`src/ucc_pkg.sv`:
```
// Package: register map, field positions and shared types for the command control block
package ucc_pkg;

  // Register byte offsets
  localparam logic [7:0] UCC_CMD_OFFSET = 8'h00;
  localparam logic [7:0] UCC_STS_OFFSET = 8'h04;
  localparam logic [7:0] UCC_CTL_OFFSET = 8'h08;

  // Command register field positions
  localparam int UCC_RUN_BIT = 0;
  localparam int UCC_RST_BIT = 1;
  localparam int UCC_FLS_LO = 2;
  localparam int UCC_PSE_BIT = 4;
  localparam int UCC_ASE_BIT = 5;
  localparam int UCC_DOOR_BIT = 6;
  localparam int UCC_LRST_BIT = 7;
  localparam int UCC_PARK_LO = 8;
  localparam int UCC_PARKEN_BIT = 11;
  localparam int UCC_RSVD_BIT = 10;
  localparam int UCC_FLS_HI = 15;

  // Status register field positions
  localparam int UCC_HALT_BIT = 12;
  localparam int UCC_AAS_BIT = 5;
  localparam int UCC_IRQ_BIT = 0;

  // Control register field positions
  localparam int UCC_DEVMODE_BIT = 0;
  localparam int UCC_AAIE_BIT = 1;
  localparam int UCC_PFLCAP_BIT = 2;
  localparam int UCC_HS_BIT = 3;

  // Reset values
  localparam logic [1:0] UCC_PARK_RESET = 2'h0;
  localparam logic [2:0] UCC_FLS_RESET = 3'h0;

  // Timing: controller reset sequence length and threshold interval
  localparam int UCC_CLK_MHZ = 40;
  localparam int UCC_RST_NS = 1000;
  localparam int UCC_RST_CYCLES = (UCC_RST_NS * UCC_CLK_MHZ + 999) / 1000;
  localparam int UCC_UFRAME_NS = 125000;
  localparam int UCC_UFRAME_CYCLES = (UCC_UFRAME_NS / 1000) * UCC_CLK_MHZ;

  // Frame list size encodings
  localparam logic [2:0] UCC_FLS_MAX_CODE = 3'h6;

  // Command fields as held by the block
  typedef struct packed {
    logic park_enable;
    logic [1:0] park_count;
    logic async_advance_doorbell;
    logic async_schedule_enable;
    logic periodic_schedule_enable;
    logic [2:0] frame_list_size;
    logic ctrl_reset;
    logic run_stop;
  } ucc_cmd_type;

  // Schedule side inputs from the traversal engine
  typedef struct packed {
    logic txn_busy;
    logic cache_flushed;
    logic error_stop;
  } ucc_sched_type;

endpackage

```
`src/ucc_reset_seq.sv`:
```
// Controller reset sequencer: holds a soft reset for a fixed cycle count
`timescale 1ns/1ps
`default_nettype none
module ucc_reset_seq
#(
  parameter int CYCLES = 40
)
(
  input wire logic pclk,
  input wire logic presetn,
  input wire logic start,
  output logic busy,
  output logic done
);
  import ucc_pkg::*;

  logic [15:0] count_reg; // Remaining cycles of the reset

  // Down counter; a start while busy is ignored so a reset cannot be cut
  always_ff @(posedge pclk or negedge presetn)
  begin
    if (!presetn)
      count_reg <= 16'h0000;
    else if (start && count_reg == 16'h0000)
      count_reg <= 16'(CYCLES);
    else if (count_reg != 16'h0000)
      count_reg <= count_reg - 16'h0001;
  end

  assign busy = (count_reg != 16'h0000);
  assign done = (count_reg == 16'h0001);
endmodule
`default_nettype wire

```
`src/ucc_threshold.sv`:
```
// Interrupt threshold tick: one-cycle enable at each microframe boundary
`timescale 1ns/1ps
`default_nettype none
module ucc_threshold
#(
  parameter int PERIOD = 5000
)
(
  input wire logic pclk,
  input wire logic presetn,
  input wire logic clr,
  output logic tick
);
  import ucc_pkg::*;

  logic [15:0] div_reg; // Divider state

  // Free divider, restarted by the controller reset
  always_ff @(posedge pclk or negedge presetn)
  begin
    if (!presetn)
      div_reg <= 16'h0000;
    else if (clr || div_reg == 16'(PERIOD - 1))
      div_reg <= 16'h0000;
    else
      div_reg <= div_reg + 16'h0001;
  end

  assign tick = (div_reg == 16'(PERIOD - 1));
endmodule
`default_nettype wire

```
`src/ucc_top.sv`:
```
// Command register control of a dual-role USB controller, APB slave
// How it works
// - Park count bits 9:8, reset zero
// - Light reset bit 7 reads zero
// - Doorbell sets async-advance status after flush
// - Enabled status raises interrupt at threshold
// - Doorbell clears only after status set
// - Async enable gates async schedule fetch
// - Periodic enable gates periodic schedule fetch
// - Frame size bits 15,3:2, writable if capable
// - Codes 0..6 give 1024 down to 16
// - Frame size picks frame index bits
// - Reset bit self-clears, zero cannot abort
// - Reset aborts transaction, no bus reset
// - Run/stop clear finishes transaction, then halts
// - Device run enables pull-up, attaches
// - Pull-up drops on high-speed entry
// - Device run clear detaches
// - Halted zero while host run (stays set in device mode), set after stop
// - Park enable bit 11, reset zero
//
// Local design decisions: the APB slave port and the register offsets.
`timescale 1ns/1ps
`default_nettype none
module ucc_top
#(
  parameter int RST_CYCLES = ucc_pkg::UCC_RST_CYCLES,
  parameter int UFRAME_CYCLES = ucc_pkg::UCC_UFRAME_CYCLES
)
(
  input wire logic pclk,
  input wire logic presetn,
  input wire logic psel,
  input wire logic penable,
  input wire logic pwrite,
  input wire logic [7:0] paddr,
  input wire logic [31:0] pwdata,
  output logic [31:0] prdata,
  output logic pready,
  output logic pslverr,
  input wire logic device_mode,
  input wire logic prog_frame_list_cap,
  input wire logic hs_entered,
  input wire ucc_pkg::ucc_sched_type sched_in,
  input wire logic [13:0] frame_index,
  output ucc_pkg::ucc_cmd_type cmd_out,
  output logic async_fetch_en,
  output logic periodic_fetch_en,
  output logic cache_flush_req,
  output logic txn_abort,
  output logic ctrl_soft_reset,
  output logic halted_status,
  output logic async_advance_status,
  output logic async_advance_irq,
  output logic dp_pullup_en,
  output logic [9:0] frame_list_index
);
  import ucc_pkg::*;

  // Host schedule state
  typedef enum logic [2:0]
  {
    ST_HALTED = 3'b001,
    ST_RUNNING = 3'b010,
    ST_STOPPING = 3'b100
  } ucc_state_type;

  ucc_state_type state_reg; // Run/halt state
  ucc_state_type state_next; // Next run/halt state
  ucc_cmd_type cmd_reg; // Writable command fields
  logic aas_reg; // Async-advance status flag
  logic irq_reg; // Pending async-advance interrupt
  logic aaie_reg; // Async-advance interrupt enable
  logic pullup_reg; // D+ pull-up drive
  logic [2:0] sync_mode_reg; // Pin synchronisers: mode, capability, high-speed
  logic [2:0] mode_reg; // Synchronised copies
  logic rst_busy; // Soft reset in progress
  logic rst_done; // Last cycle of soft reset
  logic thr_tick; // Microframe threshold tick
  logic wr_en; // APB write strobe
  logic rd_en; // APB read strobe
  logic cmd_sel; // Command register selected
  logic sts_sel; // Status register selected
  logic ctl_sel; // Control register selected
  logic run_wr; // Run/stop written
  logic dev_m; // Device mode
  logic pfl_cap; // Programmable frame list capability
  logic hs_m; // High-speed entered
  logic [31:0] rd_data; // Read mux

  assign dev_m = mode_reg[0];
  assign pfl_cap = mode_reg[1];
  assign hs_m = mode_reg[2];

  // Two-stage synchronisers for pin-level inputs
  always_ff @(posedge pclk or negedge presetn)
  begin
    if (!presetn)
    begin
      sync_mode_reg <= 3'h0;
      mode_reg <= 3'h0;
    end
    else
    begin
      sync_mode_reg <= {hs_entered, prog_frame_list_cap, device_mode};
      mode_reg <= sync_mode_reg;
    end
  end

  // APB decode; zero wait states, unmapped offsets flag an error
  assign wr_en = psel && penable && pwrite;
  assign rd_en = psel && penable && !pwrite;
  assign cmd_sel = (paddr == UCC_CMD_OFFSET);
  assign sts_sel = (paddr == UCC_STS_OFFSET);
  assign ctl_sel = (paddr == UCC_CTL_OFFSET);
  assign pready = 1'b1;
  assign pslverr = psel && penable && !(cmd_sel || sts_sel || ctl_sel);
  assign run_wr = wr_en && cmd_sel;

  // Soft reset timer: the sequence cannot be cut short by a zero write
  ucc_reset_seq #(.CYCLES(RST_CYCLES)) u_rst
  (
    .pclk(pclk),
    .presetn(presetn),
    .start(cmd_reg.ctrl_reset && !rst_busy),
    .busy(rst_busy),
    .done(rst_done)
  );

  // Microframe boundary used as interrupt threshold
  ucc_threshold #(.PERIOD(UFRAME_CYCLES)) u_thr
  (
    .pclk(pclk),
    .presetn(presetn),
    .clr(rst_busy),
    .tick(thr_tick)
  );

  // Command register fields
  always_ff @(posedge pclk or negedge presetn)
  begin
    if (!presetn)
    begin
      cmd_reg <= '0;
      cmd_reg.park_count <= UCC_PARK_RESET;
      cmd_reg.frame_list_size <= UCC_FLS_RESET;
    end
    else if (rst_busy)
    begin
      // Reset returns fields to initial values; bit self-clears at the end
      cmd_reg <= '0;
      cmd_reg.ctrl_reset <= !rst_done;
    end
    else
    begin
      if (run_wr)
      begin
        cmd_reg.park_count <= pwdata[UCC_PARK_LO +: 2];
        cmd_reg.park_enable <= pwdata[UCC_PARKEN_BIT];
        cmd_reg.async_schedule_enable <= pwdata[UCC_ASE_BIT];
        cmd_reg.periodic_schedule_enable <= pwdata[UCC_PSE_BIT];
        cmd_reg.run_stop <= pwdata[UCC_RUN_BIT];
        if (pfl_cap)
          cmd_reg.frame_list_size <= {pwdata[UCC_FLS_HI], pwdata[UCC_FLS_LO +: 2]};
        if (pwdata[UCC_RST_BIT])
          cmd_reg.ctrl_reset <= 1'b1;
      end
      // Doorbell: a one rings; it is cleared only as the status sets
      if (run_wr && pwdata[UCC_DOOR_BIT])
        cmd_reg.async_advance_doorbell <= 1'b1;
      else if (cmd_reg.async_advance_doorbell && sched_in.cache_flushed)
        cmd_reg.async_advance_doorbell <= 1'b0;
      // Internal error stops the controller like a software clear
      if (sched_in.error_stop)
        cmd_reg.run_stop <= 1'b0;
    end
  end

  // Async-advance status: sticky, software clears by writing one; set wins
  always_ff @(posedge pclk or negedge presetn)
  begin
    if (!presetn)
      aas_reg <= 1'b0;
    else if (rst_busy)
      aas_reg <= 1'b0;
    else if (cmd_reg.async_advance_doorbell && sched_in.cache_flushed)
      aas_reg <= 1'b1;
    else if (wr_en && sts_sel && pwdata[UCC_AAS_BIT])
      aas_reg <= 1'b0;
  end

  // Interrupt raised at the next threshold boundary while enabled
  always_ff @(posedge pclk or negedge presetn)
  begin
    if (!presetn)
      irq_reg <= 1'b0;
    else if (!aas_reg || !aaie_reg || rst_busy)
      irq_reg <= 1'b0;
    else if (thr_tick)
      irq_reg <= 1'b1;
  end

  // Interrupt enable held in the control register
  always_ff @(posedge pclk or negedge presetn)
  begin
    if (!presetn)
      aaie_reg <= 1'b0;
    else if (wr_en && ctl_sel)
      aaie_reg <= pwdata[UCC_AAIE_BIT];
  end

  // Host run/halt state machine
  always_comb
  begin
    state_next = state_reg;
    case (state_reg)
      ST_HALTED:
        if (cmd_reg.run_stop && !dev_m && !rst_busy)
          state_next = ST_RUNNING;
      ST_RUNNING:
        if (rst_busy)
          state_next = ST_HALTED;
        else if (!cmd_reg.run_stop)
          state_next = ST_STOPPING;
      ST_STOPPING:
        // Finish the current transaction before halting
        if (rst_busy || !sched_in.txn_busy)
          state_next = ST_HALTED;
      default:
        state_next = ST_HALTED;
    endcase
  end

  // State register
  always_ff @(posedge pclk or negedge presetn)
  begin
    if (!presetn)
      state_reg <= ST_HALTED;
    else
      state_reg <= state_next;
  end

  // D+ pull-up: the run write itself decides, since run/stop lags it by a cycle
  always_ff @(posedge pclk or negedge presetn)
  begin
    if (!presetn)
      pullup_reg <= 1'b0;
    else if (!dev_m || rst_busy || hs_m)
      pullup_reg <= 1'b0;
    else if (run_wr)
      pullup_reg <= pwdata[UCC_RUN_BIT];
    else if (!cmd_reg.run_stop)
      pullup_reg <= 1'b0;
  end

  // Read mux; light reset bit 7 and reserved bit 10 stay zero
  always_comb
  begin
    rd_data = 32'h0000_0000;
    if (cmd_sel)
    begin
      rd_data[UCC_RUN_BIT] = cmd_reg.run_stop;
      rd_data[UCC_RST_BIT] = cmd_reg.ctrl_reset;
      rd_data[UCC_FLS_LO +: 2] = cmd_reg.frame_list_size[1:0];
      rd_data[UCC_FLS_HI] = cmd_reg.frame_list_size[2];
      rd_data[UCC_PSE_BIT] = cmd_reg.periodic_schedule_enable;
      rd_data[UCC_ASE_BIT] = cmd_reg.async_schedule_enable;
      rd_data[UCC_DOOR_BIT] = cmd_reg.async_advance_doorbell;
      rd_data[UCC_LRST_BIT] = 1'b0;
      rd_data[UCC_PARK_LO +: 2] = cmd_reg.park_count;
      rd_data[UCC_PARKEN_BIT] = cmd_reg.park_enable;
    end
    else if (sts_sel)
    begin
      rd_data[UCC_HALT_BIT] = (state_reg == ST_HALTED);
      rd_data[UCC_AAS_BIT] = aas_reg;
      rd_data[UCC_IRQ_BIT] = irq_reg;
    end
    else if (ctl_sel)
    begin
      rd_data[UCC_DEVMODE_BIT] = dev_m;
      rd_data[UCC_AAIE_BIT] = aaie_reg;
      rd_data[UCC_PFLCAP_BIT] = pfl_cap;
      rd_data[UCC_HS_BIT] = hs_m;
    end
  end

  // Registered read data, loaded in the setup phase
  always_ff @(posedge pclk or negedge presetn)
  begin
    if (!presetn)
      prdata <= 32'h0000_0000;
    else if (psel && !penable && !pwrite)
      prdata <= rd_data;
  end

  // Frame list index: size code picks 10 down to 4 index bits
  always_comb
  begin
    frame_list_index = 10'h000;
    case (cmd_reg.frame_list_size)
      3'h0: frame_list_index = frame_index[12:3];
      3'h1: frame_list_index = {1'b0, frame_index[11:3]};
      3'h2: frame_list_index = {2'h0, frame_index[10:3]};
      3'h3: frame_list_index = {3'h0, frame_index[9:3]};
      3'h4: frame_list_index = {4'h0, frame_index[8:3]};
      3'h5: frame_list_index = {5'h00, frame_index[7:3]};
      UCC_FLS_MAX_CODE: frame_list_index = {6'h00, frame_index[6:3]};
      default: frame_list_index = frame_index[12:3];
    endcase
  end

  // Outputs toward the schedule engine and PHY
  assign cmd_out = cmd_reg;
  assign async_fetch_en = !dev_m && state_reg == ST_RUNNING
    && cmd_reg.async_schedule_enable;
  assign periodic_fetch_en = !dev_m && state_reg == ST_RUNNING
    && cmd_reg.periodic_schedule_enable;
  assign cache_flush_req = cmd_reg.async_advance_doorbell && !aas_reg;
  assign txn_abort = rst_busy;
  assign ctrl_soft_reset = rst_busy;
  assign halted_status = (state_reg == ST_HALTED);
  assign async_advance_status = aas_reg;
  assign async_advance_irq = irq_reg;
  assign dp_pullup_en = pullup_reg;

  // Checks
  halt_vs_run_a: assert property (@(posedge pclk) disable iff (!presetn)
    cmd_reg.run_stop && !dev_m && !rst_busy && state_reg != ST_STOPPING |=> !halted_status)
    else $error("halted while running");
  door_clear_a: assert property (@(posedge pclk) disable iff (!presetn)
    $fell(cmd_reg.async_advance_doorbell) && !rst_busy |-> aas_reg)
    else $error("doorbell cleared before status");
  status_set_a: assert property (@(posedge pclk) disable iff (!presetn)
    cmd_reg.async_advance_doorbell && sched_in.cache_flushed && !rst_busy
    |=> aas_reg)
    else $error("status not set after flush");
  lr_zero_a: assert property (@(posedge pclk) disable iff (!presetn)
    rd_en && cmd_sel |-> !prdata[UCC_LRST_BIT] && !prdata[UCC_RSVD_BIT])
    else $error("reserved bit reads one");
  pullup_hs_a: assert property (@(posedge pclk) disable iff (!presetn)
    hs_m |=> !dp_pullup_en)
    else $error("pull-up on in high speed");
  stop_wait_a: assert property (@(posedge pclk) disable iff (!presetn)
    state_reg == ST_STOPPING && sched_in.txn_busy && !rst_busy |=> !halted_status)
    else $error("halted mid transaction");
  reset_self_a: assert property (@(posedge pclk) disable iff (!presetn)
    rst_done |=> !cmd_reg.ctrl_reset)
    else $error("reset bit not cleared");
  fetch_gate_a: assert property (@(posedge pclk) disable iff (!presetn)
    !cmd_reg.async_schedule_enable |-> !async_fetch_en)
    else $error("async fetch while disabled");
  irq_gate_a: assert property (@(posedge pclk) disable iff (!presetn)
    aas_reg && aaie_reg && thr_tick && !rst_busy |=> async_advance_irq)
    else $error("interrupt missed threshold");

  run_cov: cover property (@(posedge pclk) disable iff (!presetn)
    state_reg == ST_STOPPING ##1 state_reg == ST_HALTED);
  door_cov: cover property (@(posedge pclk) disable iff (!presetn)
    $rose(aas_reg));
  attach_cov: cover property (@(posedge pclk) disable iff (!presetn)
    $rose(dp_pullup_en));
  rst_cov: cover property (@(posedge pclk) disable iff (!presetn)
    $fell(rst_busy));
endmodule
`default_nettype wire

```
`config.mk`:
```
export PLATFORM = sky130hd
export DESIGN_NAME = ucc_top
export DESIGN_NICKNAME = d
export VERILOG_FILES = /design/src/ucc_pkg.sv /design/src/ucc_reset_seq.sv /design/src/ucc_threshold.sv /design/src/ucc_top.sv
export SDC_FILE = /design/constraint.sdc
export NUM_CORES = 1
export LEC_CHECK = 0
export ABC_CLOCK_PERIOD_IN_PS = 5550
export BUFFER_PORTS_ARGS = -buffer_cell sky130_fd_sc_hd__buf_2
export CORE_ASPECT_RATIO = 1.2
export CORE_MARGIN = 2
export CORE_UTILIZATION = 35
export CTS_CLUSTER_SIZE = 14
export DETAILED_ROUTE_END_ITERATION = 10
export GPL_TIMING_DRIVEN = 0
export PLACE_DENSITY_LB_ADDON = 0.08
export SLEW_MARGIN = 15
export SYNTH_ARGS = -nofsm -noshare
export SYNTH_HDL_FRONTEND = slang
export SYNTH_SLANG_ARGS = --single-unit
```
`constraint.sdc`:
```
create_clock -name pclk -period 5.55 [get_ports pclk]
set_input_delay 1.665 -clock pclk [delete_from_list [all_inputs] [get_ports pclk]]
set_output_delay 1.665 -clock pclk [all_outputs]
set_load 0.02 [all_outputs]
```
==> impl_metrics.py <==
metrics = {
    "status": {
        "status": "finished, final reports clean",
    },
    "timing": {
        "skew_ps": 6.009,
        "setup_viol": 0,
        "setup_ws_ps": 541.0,
        "rsz0062_at_grt": "no",
        "worst_hold_slack_ps": 350.9,
        "fin_crit_ps": 5009,
        "worst_pin_slew_ps": 1083,
        "fin_crit_sh_pct": 90.25,
        "slew_viol_final": 0,
        "maxSlewHeadroom_pct": 27.28,
        "finalSetupTns_ps": 0,
        "max_freq_ghz": 0.1996,
        "timing_hold_violations_final": 0,
    },
    "global_routing": {
        "grt_start_max_net_pins": 39,
        "overflow": 0,
        "grt.total_usage_pct": 15.65,
        "grt_pass1_wl_mm": 13.01,
        "antenna_found_initial": 0,
        "first_global_vias": 2613,
    },
    "clock_network": {
        "cts.repair.resized": 0,
        "tritoncts": "done",
        "ctsHoldBuffers": 0,
        "root_buffer": "clkbuf_16",
        "cts_sinks": 68,
        "insertion_delay_ps": 340,
        "cts_buffers": 9,
        "cts_setup_buffers": 0,
        "clkSlewWorstSetupHoldPaths_ps": 60,
        "h-tree-depth": 3,
        "cts_buffer_depth": 2,
    },
    "floorplan": {
        "die_y_um": 113.5,
        "die_x_um": 95.28,
        "core_area_um2": 9859,
        "num_io_pins": 129,
        "dieArea_um2": 10820,
        "initial_core_util_pct": 35.49,
        "row_count": 40,
    },
    "worst_setup_path": {
        "cp_max_fo": 4,
        "required_ps": 3880,
        "path_class": "in -> out",
        "cp-end-kind": "output port",
        "setup.worst_path.start_class": "primary input",
        "reg2reg_slack_ps": 3270,
        "crit_arrival_ps": 3340,
    },
    "cells_and_area": {
        "antenna_cells": 0,
        "areaGrowthSynthToFinish_pct": 27.49,
        "post-route-util_pct": 45.25,
        "drive_gt1_share_pct": 28.63,
        "final_cell_area_um2": 4462,
        "seqCellArea_um2": 1703,
        "fin_nets": 525,
        "multi_input_area_um2": 1575,
        "num-fill-cells": 951,
    },
    "placement": {
        "dp.final_hpwl_mm": 5.904,
        "place.port_buffers": 77,
        "placed_area_um2": 4136,
        "place_ws_ps": 531.8,
        "routabilityCongestion": 0.7490,
    },
    "logic_synthesis": {
        "syn_inst": 348,
        "synth-edff-count": 0,
        "avgSynthCellArea_um2": 10.06,
        "syn_area_um2": 3500,
        "ys_ff_latch": 68,
        "synthArstFlopShare_pct": 100.0,
        "ys_warn_count": 0,
        "ys.flop_type": "dfrtp_1",
        "synth_seq_area_share_pct": 48.66,
        "ys_types": 51,
        "synth.top_cell.area_share_pct": 47.91,
        "ys_top_cells_by_area": "dfrtp_1 48%, buf_4 5.6%, xnor2_1 5.5%, nor2_1 3.8%, mux2i_1 3.4%",
        "synth.largest_area_cell": "dfrtp_1",
    },
    "routing": {
        "vias": 2791,
        "post_drt_wl_per_cell_um": 13.76,
        "drc": 0,
        "routed_wl_mm": 8.080,
        "viasPerCell": 4.755,
        "postRouteAntennaNets": 0,
        "first_pass_iters": 4,
        "drt-initial-drc-count": 65,
    },
    "power_and_ir_drop": {
        "pwr-share-seq_pct": 42.6,
        "power_frac_clock_pct": 42.4,
        "ir_drop_mv": 0.1538,
        "cellInternalPower_w": 0.001052,
        "p_leak_nw": 2.023,
        "p_comb_share_pct": 15.0,
        "switching_power_w": 0.0004137,
        "power_density_nw_per_um2": 328.5,
        "switching_share_pct": 28.22,
    },
    "worst_hold_path": {
        "hold_path.class": "reg -> reg",
    },
    "run": {
        "maxCapViolCount": 0,
    },
}
==> routing by layer <==
layer | vias up | routed length, um | GRT usage [%]
li1 | 1392 | - | -
met1 | 1316 | 3556 | 19.54
met2 | 73 | 3937 | 25.96
met3 | 10 | 439 | 3.369
met4 | 0 | 147 | 6.667
met5 | - | 0 | 0
==> synthesized netlist by cell type, types with 4 or more instances <==
cell	instances
nand2_1	26
mux2i_1	12
a21oi_1	5
nor3_1	14
nand3_1	12
dfrtp_1	67
o21a_1	4
ha_1	4
xor2_1	5
nor4_1	12
xnor2_1	22
o31ai_1	7
nand4_1	6
inv_1	13
a22o_1	6
buf_4	26
clkbuf_1	13
nor2_1	35
nor4b_1	4
==> layout make-up <==
type                            count  area share [%]
Inverter                           13           1.094
Clock inverter                      7           2.243
Timing Repair Buffer               78           9.142
Sequential cell                    68           38.17
Buffer                             39           5.468
Multi-Input combinational cell    247           35.31
Clock buffer                        9           5.048
Tap cell                          126           3.533
==> through the flow <==
stage	instances	total power, W
5_1_grt	587	0.001545
6_report	587	0.001466
2_1_floorplan	367	0.0007807
3_3_place_gp	570	0.0008486
3_5_place_dp	571	0.0008533
4_1_cts	587	0.001486
==> power by group through the flow <==
stage                     clock network [W]  logic (W)  registers, W
after global placement                    0   0.000216      0.000633
after global routing               0.000660   0.000251      0.000635
after detailed placement                  0   0.000220      0.000633
after floorplan                           0   0.000166      0.000615
final                              0.000621   0.000220      0.000625
after CTS                          0.000639   0.000223      0.000624
==> worst max-delay path: stages <==
cell and delay (ps):
buf_2 100, or4_4 570, or4_1 590, and4_1 250
buf_2 160
==> path summary, 6_finish.rpt <==
kind / startpoint / to / depth (start not counted)
worst min register to register: sync_mode_reg[1] / mode_reg[1] / 0
worst min-delay path: sync_mode_reg[1] / mode_reg[1] / 0
max in group asynchronous: presetn / u_thr.div_reg[7] / 2
worst max-delay path: paddr[5] / pslverr / 5
worst max register to register: u_rst.count_reg[4] / u_rst.count_reg[7] / 5
min in group asynchronous: presetn / cmd_out[2] / 1
==> layout by cell type (no fill, tap or decap), drive strengths merged, types with 2 or more instances in the layout <==
master,synthesis,layout
a211oi,3,3
a21boi,2,2
a21oi,5,5
a22o,6,6
a31oi,2,2
and2,2,2
and3,2,2
and4,2,2
buf,26,104
bufinv,0,2
clkbuf,13,22
clkinvlp,0,3
conb,2,21
dfrtp,67,67
ha,4,4
inv,13,14
mux2i,12,12
nand2,27,27
nand2b,2,2
nand3,12,12
nand3b,3,3
nand4,6,6
nand4b,3,3
nor2,35,35
nor2b,2,2
nor3,14,14
nor3b,3,3
nor4,15,15
nor4b,4,4
o21a,4,4
o21ai,3,3
o31ai,7,7
or2,2,2
or3b,2,2
or4,4,4
xnor2,22,22
xor2,5,5
==> logic make-up after synthesis <==
group,Yosys count,synth area share (%)
AO/OA/AOI/OAI,39,8.294
XOR/XNOR,27,6.757
adder cells (fa/ha/maj),4,1.430
buffers and inverters,52,8.366
flip-flops,68,48.66
multiplexers,13,3.754
other,2,0.2146
AND/OR/NAND/NOR,143,22.52
(Power assumes the default switching activity.)
